## config.mk

```make
export PLATFORM = sky130hd
export DESIGN_NAME = mdfm_mdio_frame_monitor
export DESIGN_NICKNAME = d
export VERILOG_FILES = /design/src/rtl/mdfm_mdio_frame_monitor.v
export VERILOG_INCLUDE_DIRS = /design/src /design/src/pkg
export SDC_FILE = /design/constraint.sdc
export NUM_CORES = 1
export LEC_CHECK = 0
export BUFFER_PORTS_ARGS = -buffer_cell sky130_fd_sc_hd__buf_2
export CAP_MARGIN = 15
export CORE_MARGIN = 10
export CORE_UTILIZATION = 25
export CTS_BUF_LIST = sky130_fd_sc_hd__clkbuf_4 sky130_fd_sc_hd__clkbuf_8 sky130_fd_sc_hd__clkbuf_16
export CTS_CLUSTER_DIAMETER = 200
export DETAILED_ROUTE_END_ITERATION = 10
export GPL_TIMING_DRIVEN = 0
export SLEW_MARGIN = 10
export SYNTH_ARGS = -nofsm -noshare
export SYNTH_HDL_FRONTEND = slang
export SYNTH_SLANG_ARGS = --single-unit
```

## constraint.sdc

```tcl
create_clock -name clk -period 4 [get_ports clk]
set_clock_uncertainty 0.2 [all_clocks]
set_input_delay 0.8 -clock clk [delete_from_list [all_inputs] [get_ports clk]]
set_output_delay 0.8 -clock clk [all_outputs]
set_load 0.1 [all_outputs]
```

## src/pkg/mdfm_regs.vh

```
`ifndef MDFM_REGS_VH
`define MDFM_REGS_VH
// ----------------------------------------------------------------------
// Frame layout and decode codes
// ----------------------------------------------------------------------
`define MDFM_FRAME_BITS      32
`define MDFM_PRE_MIN        32
`define MDFM_CLAUSE_SHORT   8'h00
`define MDFM_CLAUSE_LONG    8'h01
`define MDFM_CLAUSE_UNKNOWN 8'h02
`define MDFM_OP22_WRITE     8'h01
`define MDFM_OP22_READ      8'h02
`define MDFM_OP22_UNKNOWN   8'hff
`define MDFM_OP45_ADDR      8'h00
`define MDFM_OP45_WRITE     8'h01
`define MDFM_OP45_READ_ADV  8'h02
`define MDFM_OP45_READ      8'h03
`define MDFM_TIMEOUT_DEF    32'h0000_0fa0
`endif

```

## src/rtl/mdfm_mdio_frame_monitor.v

```verilog
`timescale 1ns/1ps
`default_nettype none
`include "mdfm_regs.vh"
module mdfm_mdio_frame_monitor #(
  parameter [31:0] TIMEOUT_TICKS = `MDFM_TIMEOUT_DEF
) (
  input  wire        clk,
  input  wire        arst_n,
  input  wire        clk_en,
  input  wire        mdc_pin,
  input  wire        mdio_pin,
  input  wire        bit_timing_en,
  output reg         rec_valid,
  input  wire        rec_ready,
  output reg  [31:0] rec_time_start,
  output reg  [31:0] rec_duration,
  output reg  [31:0] rec_data_offset,
  output reg  [7:0]  rec_clause,
  output reg  [7:0]  rec_opcode,
  output reg  [4:0]  first_address_field,
  output reg  [4:0]  second_address_field,
  output reg  [15:0] rec_data,
  output reg         turnaround_fault,
  output reg         rec_timeout,
  output reg         bit_valid,
  output reg  [31:0] bit_time,
  output reg  [5:0]  bit_index,
  output reg         bit_last
);
  // ----------------------------------------------------------------------
  // Pin synchronisers and edge detection
  // ----------------------------------------------------------------------
  reg  [1:0]  mdc_s_q;
  reg  [1:0]  mdio_s_q;
  reg         mdc_prev_q;
  wire        mdc_rise = mdc_s_q[1] & ~mdc_prev_q;
  wire        mdio_bit = mdio_s_q[1];

  // Both bus lines arrive from another clock domain, so each passes two
  // flip-flops before any logic reads it. The edge detector reads only the
  // second stage, which keeps a metastable first stage out of the decode.
  // The detector's history resets low, the parked level of the management
  // clock, so leaving reset never shows a false rising edge.
  // The data line resets high, the level its pull-up gives an idle bus.
  // The block has no output towards the bus at all: it only listens.
  // Two flops per pin; only the second stage feeds logic. Inputs only
  always @(posedge clk or negedge arst_n) begin
    if (!arst_n) begin
      mdc_s_q    <= 2'b00;
      mdio_s_q   <= 2'b11;
      mdc_prev_q <= 1'b0;
    end else if (clk_en) begin
      mdc_s_q    <= {mdc_s_q[0], mdc_pin};
      mdio_s_q   <= {mdio_s_q[0], mdio_pin};
      mdc_prev_q <= mdc_s_q[1];
    end
  end

  // ----------------------------------------------------------------------
  // Free running tick counter and frame state
  // ----------------------------------------------------------------------
  // The tick counter runs free on every enabled clock and never resets
  // in mid-run, so all stamps share one time base. It wraps after 2^32
  // ticks; durations and offsets are differences, so they stay correct
  // across a wrap as long as one frame is shorter than the wrap period.
  // The frame state walks idle, preamble and body. A preamble shorter
  // than the minimum is dropped, since a frame cannot be located in it.
  // A body holds exactly 32 bits; fewer bits end only by the timeout.
  // The idle counter saturates, so a long quiet bus cannot alias to busy.
  localparam [1:0] ST_IDLE = 2'd0;
  localparam [1:0] ST_PRE  = 2'd1;
  localparam [1:0] ST_BODY = 2'd2;

  reg  [1:0]  state_q;
  reg  [31:0] tick_q;
  reg  [31:0] start_q;
  reg  [31:0] offset_q;
  reg  [31:0] last_rise_q;
  reg  [31:0] idle_q;
  reg  [5:0]  pre_cnt_q;
  reg  [5:0]  body_cnt_q;
  reg  [31:0] shift_q;
  reg         zero_seen_q;
  reg         have_prev_q;
  reg  [5:0]  prev_idx_q;
  reg         pend_q;
  reg         pend_to_q;

  wire        frame_done = (state_q == ST_BODY) && mdc_rise &&
                           (body_cnt_q == 6'd31);
  wire [31:0] since_start = tick_q - start_q;

  // Decoder helpers over the captured 32 bits after preamble.
  // The body is laid out MSB first as it was shifted in:
  //   bits 31..30 start field, 29..28 opcode,
  //   bits 27..23 first address field, 22..18 second address field,
  //   bits 17..16 turnaround, 15..0 data.
  // The body always begins with a 0, because the first 0 after the ones
  // is what ends the preamble; a start field of 1x therefore cannot be
  // captured and the unknown clause code never reaches a record.
  wire [1:0]  st_f  = shift_q[31:30];
  wire [1:0]  op_f  = shift_q[29:28];
  wire [1:0]  ta_f  = shift_q[17:16];
  reg  [7:0]  clause_c;
  reg  [7:0]  op_c;
  reg         ta_bad_c;

  // Clause and opcode decode; turnaround check depends on the opcode.
  always @* begin
    clause_c = `MDFM_CLAUSE_UNKNOWN;
    op_c     = `MDFM_OP22_UNKNOWN;
    ta_bad_c = 1'b0;
    if (st_f == 2'b01) begin
      clause_c = `MDFM_CLAUSE_SHORT;
      if (op_f == 2'b01)
        op_c = `MDFM_OP22_WRITE;
      else if (op_f == 2'b10)
        op_c = `MDFM_OP22_READ;
    end else if (st_f == 2'b00) begin
      clause_c = `MDFM_CLAUSE_LONG;
      case (op_f)
        2'b00:   op_c = `MDFM_OP45_ADDR;
        2'b01:   op_c = `MDFM_OP45_WRITE;
        2'b10:   op_c = `MDFM_OP45_READ_ADV;
        default: op_c = `MDFM_OP45_READ;
      endcase
    end
    // Writes must show 10; reads allow the released first bit as 1 or 0.
    if (op_f[1] == 1'b0 || (st_f == 2'b01 && op_f == 2'b01))
      ta_bad_c = (ta_f != 2'b10);
    else
      ta_bad_c = (ta_f[0] != 1'b0);
  end

  // Frame tracking: preamble, body shift, timestamps and idle timeout.
  // The start stamp is the tick of the first rising edge carrying a 1,
  // the offset is taken at the edge of the first 0 after the ones, and
  // the duration at the edge of the 32nd body bit. All three are tick
  // counts, so the bus rate never enters the arithmetic.
  // The timeout is checked only while a capture is open; an idle bus
  // between frames produces no records. A timed-out capture still
  // produces a record, marked so the host can discard its fields.
  // A stall by the record receiver holds the frame state and idle counter, so the
  // pending record is never overwritten; long stalls can miss frames.
  wire stall = pend_q & ~(~rec_valid | rec_ready);
  always @(posedge clk or negedge arst_n) begin
    if (!arst_n) begin
      state_q     <= ST_IDLE;
      tick_q      <= 32'h0000_0000;
      start_q     <= 32'h0000_0000;
      offset_q    <= 32'h0000_0000;
      last_rise_q <= 32'h0000_0000;
      idle_q      <= 32'h0000_0000;
      pre_cnt_q   <= 6'h00;
      body_cnt_q  <= 6'h00;
      shift_q     <= 32'h0000_0000;
      zero_seen_q <= 1'b0;
      pend_q      <= 1'b0;
      pend_to_q   <= 1'b0;
    end else if (clk_en) begin
      tick_q <= tick_q + 32'h0000_0001;
      if (pend_q && (~rec_valid | rec_ready))
        pend_q <= 1'b0;
      if (!stall) begin
        if (mdc_rise)
          idle_q <= 32'h0000_0000;
        else if (idle_q != 32'hffff_ffff)
          idle_q <= idle_q + 32'h0000_0001;
        case (state_q)
          ST_IDLE: begin
            if (mdc_rise && mdio_bit) begin
              start_q   <= tick_q;
              pre_cnt_q <= 6'h01;
              state_q   <= ST_PRE;
            end
          end
          ST_PRE: begin
            if (mdc_rise) begin
              if (mdio_bit) begin
                if (pre_cnt_q != 6'h3f)
                  pre_cnt_q <= pre_cnt_q + 6'h01;
              end else if (pre_cnt_q >= 6'd`MDFM_PRE_MIN) begin
                offset_q    <= since_start;
                shift_q     <= {31'h0000_0000, mdio_bit};
                body_cnt_q  <= 6'h01;
                state_q     <= ST_BODY;
              end else begin
                state_q <= ST_IDLE;
              end
            end
          end
          ST_BODY: begin
            if (mdc_rise) begin
              shift_q    <= {shift_q[30:0], mdio_bit};
              body_cnt_q <= body_cnt_q + 6'h01;
              if (frame_done) begin
                last_rise_q <= since_start;
                pend_q      <= 1'b1;
                pend_to_q   <= 1'b0;
                state_q     <= ST_IDLE;
              end
            end
          end
          default: state_q <= ST_IDLE;
        endcase
        // Idle bus past the timeout closes an open capture early.
        if (state_q != ST_IDLE && !mdc_rise &&
            idle_q >= TIMEOUT_TICKS) begin
          last_rise_q <= since_start;
          pend_q      <= 1'b1;
          pend_to_q   <= 1'b1;
          state_q     <= ST_IDLE;
        end
      end
    end
  end

  // ----------------------------------------------------------------------
  // Two-entry output buffer: skid register behind the record output
  // ----------------------------------------------------------------------
  // The record registers form entry one; the capture state is entry two
  // and stalls while it is full, so no finished record is lost.
  // A record is loaded in the cycle after the capture closes, because the
  // decode reads the shift register once the last bit has landed in it.
  // The fields of a timed-out record are whatever the partial shift held;
  // the turnaround flag is masked then, since no turnaround was seen.
  // While a record waits unaccepted, all its fields stand unchanged.
  // The trade-off is latency of one cycle against a wide output mux.
  wire load_rec = pend_q && (~rec_valid | rec_ready);
  wire [31:0] frame_word = shift_q;
  always @(posedge clk or negedge arst_n) begin
    if (!arst_n) begin
      rec_valid            <= 1'b0;
      rec_time_start       <= 32'h0000_0000;
      rec_duration         <= 32'h0000_0000;
      rec_data_offset      <= 32'h0000_0000;
      rec_clause           <= 8'h00;
      rec_opcode           <= 8'h00;
      first_address_field  <= 5'h00;
      second_address_field <= 5'h00;
      rec_data             <= 16'h0000;
      turnaround_fault     <= 1'b0;
      rec_timeout          <= 1'b0;
    end else if (clk_en) begin
      if (load_rec) begin
        rec_valid            <= 1'b1;
        rec_time_start       <= start_q;
        rec_duration         <= last_rise_q;
        rec_data_offset      <= offset_q;
        rec_clause           <= clause_c;
        rec_opcode           <= op_c;
        first_address_field  <= frame_word[27:23];
        second_address_field <= frame_word[22:18];
        rec_data             <= frame_word[15:0];
        turnaround_fault     <= ta_bad_c & ~pend_to_q;
        rec_timeout          <= pend_to_q;
      end else if (rec_ready) begin
        rec_valid <= 1'b0;
      end
    end
  end

  // ----------------------------------------------------------------------
  // Per-bit timing stream
  // ----------------------------------------------------------------------
  // Each bit's time is emitted at the next rising edge, as the ticks from
  // the frame's first edge to that one; the last bit is emitted as zero.
  // The zero for the last bit follows once the capture has closed and
  // the previous pulse has dropped, so every pulse lasts one cycle and
  // two pulses never touch. A timed-out capture also ends with a zero.
  // The enable is sampled per edge; a user should change it only
  // between frames, or a frame's stream starts or stops part way.
  // Indexes count rising edges from the start of the preamble, so
  // index 0 is the first preamble bit and a full frame ends at 63.
  // The stream is not buffered: a host must take each pulse as it comes.
  always @(posedge clk or negedge arst_n) begin
    if (!arst_n) begin
      bit_valid   <= 1'b0;
      bit_time    <= 32'h0000_0000;
      bit_index   <= 6'h00;
      bit_last    <= 1'b0;
      have_prev_q <= 1'b0;
      prev_idx_q  <= 6'h00;
    end else if (clk_en) begin
      bit_valid <= 1'b0;
      if (!stall && bit_timing_en && state_q != ST_IDLE && mdc_rise) begin
        bit_valid   <= have_prev_q;
        bit_time    <= since_start;
        bit_index   <= prev_idx_q;
        bit_last    <= 1'b0;
        prev_idx_q  <= prev_idx_q + 6'h01;
        have_prev_q <= 1'b1;
      end else if (!stall && bit_timing_en && state_q == ST_IDLE &&
                   mdc_rise && mdio_bit) begin
        have_prev_q <= 1'b1;
        prev_idx_q  <= 6'h00;
      end else if (have_prev_q && state_q == ST_IDLE && !bit_valid) begin
        bit_valid   <= 1'b1;
        bit_time    <= 32'h0000_0000;
        bit_last    <= 1'b1;
        bit_index   <= prev_idx_q;
        have_prev_q <= 1'b0;
        prev_idx_q  <= 6'h00;
      end
    end
  end
endmodule // mdfm_mdio_frame_monitor
`default_nettype wire

```

# Word-level counts from Yosys, hierarchy flattened
# Cells that the tools add are included.
# totals
wordCells,182
out_inout_bits,181
in_bits,7
regBits,401
# classes
n_bitwise,11
reduce_logical,43
addsub,6
n_eq_ne,22
order_cmp,2
muxes,67
# ops
operator,n
$mux 32,13
$mux 6,14
$add 32x1->32 const B,2
$pmux 32 s2,1
$ge 32x12->1 const B,1
$mux 8,4
$ne 32x32->1 const B,1
$sub 32x32->32,1
$pmux 6 s2,2
$mux 1,22
$reduce_and 7->1,3
$add 6x1->6 const B,3
$mux 2,9
$ne 2x2->1 const B,9
$reduce_bool 2->1,9
$logic_and 1x1->1,15
$pmux 2 s3,2
$ne 3x3->1 const B,3
$not 1->1,7
$eq 2x1->1 const B,3
$eq 6x5->1 const B,1
$ge 6x6->1 const B,1
$logic_not 2->1,3
$ne 3x2->1 const B,2
12 further kinds,20

# Depth between registers and ports, before layout
# Gate-level depths: netlist (run 1).
# logic_depth
depth_word,11
mapped_depth,11
mapped_depth_nobuf,11

# Least setup slack after synthesis (run 1)
# OpenSTA, ideal clock, no wires.
# synth_path
kind,flip-flop to flip-flop
startpoint,register tick_q[0]
endpoint,register last_rise_q[30]
arrival_ps,2703
synth_period_minus_slack_ps,3033
n_path_buf,0
required_ps,3670
path_stages_with_launch,12
setup_ps,130
setup_slack_ps,967
path_cell_list,dfrtp_1 -> inv_1 -> ha_1 -> fa_1 -> nand2b_1 -> a21oi_2 -> o21ai_2 -> a2111oi_4 -> nor2_2 -> or3_1 -> a221oi_2 -> o21ai_1
# synth_between
elab_chain_cells,5
# synth_rtl
item,line,rtl
start: declaration,mdfm_mdio_frame_monitor.v:75,reg [31:0] tick_q;
start signal: assignment,mdfm_mdio_frame_monitor.v:161,tick_q <= tick_q + 32'h0000_0001;
$sub 32x32->32 *,mdfm_mdio_frame_monitor.v:91,wire [31:0] since_start = tick_q - start_q;
$mux 32,mdfm_mdio_frame_monitor.v:196,if (frame_done) begin
$mux 32,mdfm_mdio_frame_monitor.v:193,if (mdc_rise) begin
$mux 32,mdfm_mdio_frame_monitor.v:169,case (state_q)
$mux 32 *,mdfm_mdio_frame_monitor.v:207,if (state_q != ST_IDLE && !mdc_rise &&
end signal: assignment,mdfm_mdio_frame_monitor.v:197,last_rise_q <= since_start;
end signal: assignment,mdfm_mdio_frame_monitor.v:209,last_rise_q <= since_start;
end: declaration,mdfm_mdio_frame_monitor.v:78,reg [31:0] last_rise_q;
# Mark *: on every way between the ends. The rest lies on a longest branch, timed or not. The select of a mux whose other input is x is not followed.
# A chain may end at the register's enable or synchronous reset.

# Worst setup path in the final report (run 1)
# layout_path
startpoint,register tick_q[0]
endpoint,register offset_q[30]
# layout_between
elab_chain_cells,1
# layout_rtl
item,line,rtl
$sub 32x32->32,mdfm_mdio_frame_monitor.v:91,
end signal: assignment,mdfm_mdio_frame_monitor.v:183,offset_q <= since_start;
end: declaration,mdfm_mdio_frame_monitor.v:77,reg [31:0] offset_q;
# Every way passes these cells.

==> results.json, run 1 <==
{
  "async_flop_share": 1.00,
  "antenna_left": 0,
  "ir_worst_vdd_v": 0.000604,
  "critPathKind": "flop to flop",
  "crit_family": "compound AO/OA/AOI/OAI gates",
  "area_growth_pct": 21.6,
  "dp_slack_ns": -0.349,
  "cts_root_buf": "clkbuf_16",
  "crit_path_end_kind": "flop",
  "cts_inserted_buffers": 42,
  "finalCritPeriodShare": 0.903,
  "finalWeightedCongestion": 0.829,
  "max_stage_delay_ns": 0.48,
  "grt_max_degree": 89,
  "route.vias.total": 13600,
  "num-nets-final": 2146,
  "drc": 0,
  "path_buf_inv": 1,
  "fp.dieArea_um2": 81100,
  "dieHeight_um": 285,
  "wire_per_inst_um": 17.1,
  "path_clk_slew_ns": 0.06,
  "status": "finished clean",
  "synth_cell_type_count": 68,
  "die_w_um": 285,
  "io_buffers": 180,
  "drive_above_1_share": 0.161,
  "endpoint": "offset_q[30]$_DFFE_PN0P_",
  "ios": 188,
  "grt.overflow.total": 0,
  "cts_tree": "done",
  "yosysWarnings": 0,
  "fin_setup_tns_ns": 0,
  "crit_chain": "inv_1, ha_1, fa_1, nand2b_1, a21oi_2, o21ai_2, a2111oi_4, nor2_2, or3_1, a221oi_2, o21ai_1",
  "relSlewSlack": 0.402,
  "tightest_slew_ns": 0.898,
  "slowest_stage": "a221oi_2",
  "post_cts_buffers": 0,
  "power_density_nw_per_um2": 806,
  "core_area_um2": 69800,
  "synthCells": 1861,
  "ff2ff_path_depth": 11,
  "vias_per_cell": 4.43,
  "grt_pass1_wl_mm": 80.6,
  "start_util": 0.251,
  "dr.pass1.iters": 5,
  "avgSynthCellArea_um2": 9.42,
  "setup_viol": 0,
  "synth-edff-count": 0,
  "reg2reg_slack_ns": 0.39,
  "fmax_mhz": 277,
  "dr.first_iter.drc_count": 774,
  "min_period_ns": 3.61,
  "clock_sinks": 390,
  "finalMaxSlewViolations": 0,
  "grt_usage": 0.126,
  "htree_levels": 2,
  "rsz0062_at_grt": "false",
  "n_fill_cell": 7345,
  "crit_path_start": "tick_q[0]$_DFFE_PN0P_",
  "cp.arrival_ns": 3.83,
  "ys.flop_type": "dfrtp_1",
  "total_power_mw": 17.2,
  "ys_ff_latch": 390,
  "place_hpwl_mm": 39.6,
  "worst_slack_ns": 0.386,
  "reg2reg_from": "tick_q[0]$_DFFE_PN0P_",
  "grt_pass1_vias": 13400,
  "holdWs_ns": 0.265,
  "worstPathRequired_ns": 4.21,
  "p_leak_nw": 11.0,
  "worst-path-stages": 11,
  "cts_buffer_depth": 3,
  "antenna_found_initial": 4,
  "insertion_delay_ns": 0.56,
  "hp-class": "flop to flop",
  "hold_start": "second_address_field[0]$_DFFE_PN0P_",
  "crit_fanout": 6,
  "synthesis.area_um2": 17500,
  "wl_mm": 52.5,
  "seq_area_frac_synth": 0.557,
  "start_kind": "flop",
  "hold_viol_final": 0,
  "r2r_end": "offset_q[30]$_DFFE_PN0P_",
  "final_util": 0.306,
  "drv_cap": 0,
  "rows": 97
}
layer usage:
layer / part of all wire / track usage
met1: 0.46 / 0.171
met5: 0.00015 / 0
met3: 0.066 / 0.0311
met4: 0.029 / 0.0445
met2: 0.44 / 0.192
cell families (layout without fill, tap and decap cells):
kind of cell,after synthesis,count (layout),synth area share
simple gates,884,884,0.214
buf+inv,148,408,0.0358
fa+ha+maj,43,43,0.0311
compound gates,285,285,0.103
xor+xnor,82,82,0.0410
flops,390,390,0.557
mux,28,28,0.0179
other cells,1,9,0.000214
layout by cell type (no fill, tap or decap), types with 12 or more instances in the layout:
| cell | synthesis | layout |
|---|---|---|
| buf_4 | 12 | 12 |
| xnor2_1 | 52 | 52 |
| o21ai_0 | 127 | 127 |
| ha_1 | 42 | 42 |
| a21o_1 | 16 | 16 |
| nand2_1 | 608 | 608 |
| a22o_1 | 27 | 27 |
| clkbuf_1 | 64 | 64 |
| nor3_1 | 18 | 17 |
| a21oi_1 | 44 | 44 |
| nand3_1 | 82 | 82 |
| inv_1 | 50 | 50 |
| mux2_2 | 27 | 27 |
| or3_1 | 13 | 13 |
| clkbuf_16 | 0 | 45 |
| nand4_1 | 16 | 16 |
| and2_1 | 14 | 14 |
| and3_1 | 21 | 21 |
| dfrtp_1 | 388 | 388 |
| buf_2 | 21 | 200 |
| nor2_1 | 67 | 67 |
| xor2_1 | 30 | 30 |
cell usage after synthesis, types with 3 or more instances:
cell / number / area, um^2
o21ai_0: 127 / 636
and3_1: 21 / 131
mux2_2: 27 / 304
o21bai_1: 6 / 45.0
ha_1: 42 / 526
nand4_1: 16 / 100
and4_1: 4 / 35.0
nor2b_1: 7 / 43.8
xnor2_1: 52 / 455
o211ai_1: 6 / 45.0
a21oi_1: 44 / 220
clkbuf_1: 64 / 240
o21a_1: 5 / 37.5
inv_1: 50 / 188
buf_4: 12 / 90.1
nand2b_1: 11 / 68.8
o21ai_1: 11 / 55.1
nor2_1: 67 / 251
buf_2: 21 / 105
a211oi_1: 4 / 30.0
a22o_1: 27 / 236
a31oi_1: 4 / 25.0
o41ai_1: 3 / 26.3
a21o_1: 16 / 120
xor2_1: 30 / 263
o31ai_1: 7 / 52.6
nand2_1: 608 / 2280
and2_1: 14 / 87.6
or3_1: 13 / 81.3
nor4_1: 8 / 50.1
nand3_1: 82 / 410
nor3_1: 18 / 90.1
dfrtp_1: 388 / 9710
final cells by class:
class                           instances  area (um^2)  area share
Inverter                               50          188     0.00880
Antenna cell                            3         7.51    0.000352
Multi-Input combinational cell       1328         7170       0.336
Clock buffer                           61         1280      0.0602
Timing Repair Buffer                  186         1060      0.0496
Clock inverter                         13          245      0.0115
Sequential cell                       390         9760       0.458
Tap cell                              940         1180      0.0551
Buffer                                 98          439      0.0206
through the flow:
step / std cells / instance area, um^2
floorplan: 1866 / 17600
global placement: 2986 / 19600
detailed placement: 2991 / 19800
CTS: 3066 / 21300
global route: 3067 / 21300
finish: 3069 / 21300
flip-flops by register name, summed over array words and instances, names as in the netlist, 32 cells and up:
name and flops:
rec_time_start 32, rec_data_offset 32, offset_q 32, tick_q 32
last_rise_q 32, rec_duration 32, bit_time 32, start_q 32
frame_word 32, idle_q 32
worst min path at each step:
stage | endpoint | slack [ns] | cells after the start
5_1_grt | rec_duration[30]$_DFFE_PN0P_ | 0.27 | 2
4_1_cts | rec_duration[19]$_DFFE_PN0P_ | 0.27 | 2
3_5_place_dp | rec_duration[19]$_DFFE_PN0P_ | 0.25 | 2
3_3_place_gp | rec_duration[7]$_DFFE_PN0P_ | 0.25 | 2
6_report | second_address_field[0]$_DFFE_PN0P_ | 0.26 | 2
2_1_floorplan | rec_data_offset[24]$_DFFE_PN0P_ | 0.23 | 2
what timing repair did:
item | 4_1_cts | 5_1_grt
hold endpoints to repair | 37 | 0
hold buffers | 1 | 0
resized for setup | 0 | 1
setup endpoints to repair | 0 | 1
tightest hold or removal path: cells and delay by family, from the launching register on:
kind	cells	cell delay, ns
simple gates	2	0.10
flops	1	0.33
report_power, final:
part	switching (mW)	internal, mW
sequential	0.596	4.70
clock	1.62	2.68
combinational	6.07	1.53
total	8.29	8.90
No activity file was read; power rests on OpenSTA's default activity.
==> run 2, diff against run 1 <==
Settings changed: HOLD_SLACK_MARGIN set to 0.12, REMOVE_ABC_BUFFERS set to 1.
==> results.json, run 2 (synthesis results as in run 1) <==
{
  "grt_pass1_vias": 12800,
  "route.vias.total": 13100,
  "start_util": 0.251,
  "p_clk_frac": 0.254,
  "finalWeightedCongestion": 0.830,
  "p_sw_mw": 8.06,
  "post_cts_buffers": 0,
  "antenna_left": 0,
  "rsz0062_at_grt": "false",
  "slowest_stage": "nor2_4",
  "crit_path_end_kind": "flop",
  "swShare": 0.480,
  "hold-path-cell-count": 2,
  "cp.arrival_ns": 3.97,
  "cts_inserted_buffers": 44,
  "vias_per_cell": 4.37,
  "antenna_found_initial": 0,
  "wl_mm": 48.3,
  "cts_buffer_depth": 3,
  "dr.pass1.iters": 4,
  "setup_viol": 0,
  "core_area_um2": 69800,
  "clock_sinks": 390,
  "crit_chain": "buf_2, nand2_1, nor2_4, nand2_1, nor3_2, buf_4, buf_6, buf_4, buf_4, buf_6, mux2_2",
  "crit_family": "buffers and inverters",
  "critPathKind": "primary input to flop",
  "ir_worst_vdd_v": 0.000440,
  "area_growth_pct": 21.2,
  "fp.dieArea_um2": 81100,
  "final_cell_mix": "nand2_1, dfrtp_1, buf_2, o21ai_0, nand3_1",
  "hp-class": "primary input to flop",
  "internal_power_mw": 8.73,
  "final_common_cell": "nand2_1",
  "worstPathRequired_ns": 4.26,
  "grt.overflow.total": 0,
  "drive_above_1_share": 0.168,
  "place_hpwl_mm": 34.1,
  "p_comb_frac": 0.438,
  "max_stage_delay_ns": 0.54,
  "cts_tree": "done",
  "grt_usage": 0.116,
  "ios": 188,
  "crit_top_cell": "buf_4",
  "drv_cap": 0,
  "status": "finished clean",
  "grt_max_degree": 101,
  "diodes": 0,
  "path_buf_inv": 6,
  "holdWs_ns": 0.250,
  "fin_setup_tns_ns": 0,
  "dieHeight_um": 285,
  "min_period_ns": 3.71,
  "finalCritPeriodShare": 0.928,
  "power_density_nw_per_um2": 790,
  "seqPwrFrac": 0.308,
  "path_clk_slew_ns": 0.06,
  "num-nets-final": 2069,
  "dr.first_iter.drc_count": 755,
  "p_leak_nw": 10.9,
  "cts_root_buf": "clkbuf_16",
  "relSlewSlack": 0.383,
  "wire_per_inst_um": 16.1,
  "crit_fanout": 27,
  "ff2ff_path_depth": 11,
  "tightest_slew_ns": 0.925,
  "insertion_delay_ns": 0.58,
  "start_kind": "primary input",
  "worst-path-stages": 11,
  "rows": 97,
  "htree_levels": 2,
  "grt_pass1_wl_mm": 75.8,
  "io_buffers": 181,
  "hold_viol_final": 0,
  "die_w_um": 285,
  "total_power_mw": 16.8,
  "drc": 0,
  "fmax_mhz": 269,
  "finalMaxSlewViolations": 0,
  "post_cts_resized": 0
}
[run 2: cell count changes in the layout (fill, tap and decap cells not counted), moves of 4 or more]
cell	change
clkbuf_1	-64
buf_2	-20
buf_4	-9
buf_16	+7
clkinv_2	+6
buf_12	+4
clkbuf_4	-4
[run 2: repair_timing]
item / CTS / global route
hold endpoints to repair: 32 / 0
hold buffers: 1 / 0
endpoints found under the setup margin: 0 / 1
[run 2: routing by layer]
| metal | wire length [um] | vias to the layer above | part of all wire | GRT usage |
|---|---|---|---|---|
| met1 | 22100 | 6294 | 0.46 | 0.150 |
| met2 | 22200 | 215 | 0.46 | 0.186 |
| met3 | 2850 | 59 | 0.059 | 0.0311 |
| met5 | 0 | - | 0 | 0 |
| met4 | 1150 | 0 | 0.024 | 0.0364 |
| li1 | - | 6506 | - | - |
[run 2: cell type report]
| type | instances | area [um^2] |
|---|---|---|
| Clock inverter | 25 | 294 |
| Inverter | 50 | 188 |
| Tap cell | 940 | 1180 |
| Fill cell | 7244 | 48500 |
| Sequential cell | 390 | 9760 |
| Multi-Input combinational cell | 1329 | 7230 |
| Timing Repair Buffer | 204 | 1390 |
| Clock buffer | 55 | 1210 |
[run 2: final timing paths]
kind / slack, ns / from / to
setup / recovery: 0.29 / clk_en / start_q[0]$_DFFE_PN0P_
hold / removal: 0.25 / mdio_pin / mdio_s_q[0]$_DFFE_PN1P_
setup reg to reg: 0.38 / tick_q[0]$_DFFE_PN0P_ / last_rise_q[30]$_DFFE_PN0P_
hold reg to reg: 0.26 / last_rise_q[4]$_DFFE_PN0P_ / rec_duration[4]$_DFFE_PN0P_
max in group asynchronous: 1.48 / arst_n / tick_q[1]$_DFFE_PN0P_
min in group asynchronous: 0.49 / arst_n / rec_data[5]$_DFFE_PN0P_
[run 2: power by group through the flow]
stage	logic, mW	clock network (mW)	registers, mW
3_5_place_dp	7.42	0	5.24
6_report	7.36	4.26	5.17
2_1_floorplan	2.39	0	8.46
5_1_grt	7.84	4.52	5.27
4_1_cts	7.44	4.37	5.18
3_3_place_gp	7.35	0	5.23
[run 2: metrics by stage]
| stage | util | instance area, um^2 | std cells | setup WS, ns |
|---|---|---|---|---|
| after global routing | 0.305 | 21300 | 2993 | 0.0424 |
| final | 0.305 | 21300 | 2993 | 0.289 |
| after CTS | 0.304 | 21200 | 2991 | 0.0672 |
| after floorplan | - | 17100 | 1768 | -3.17 |
| after detailed placement | 0.283 | 19700 | 2910 | -0.546 |
| after global placement | 0.275 | 19200 | 2889 | -7.23 |
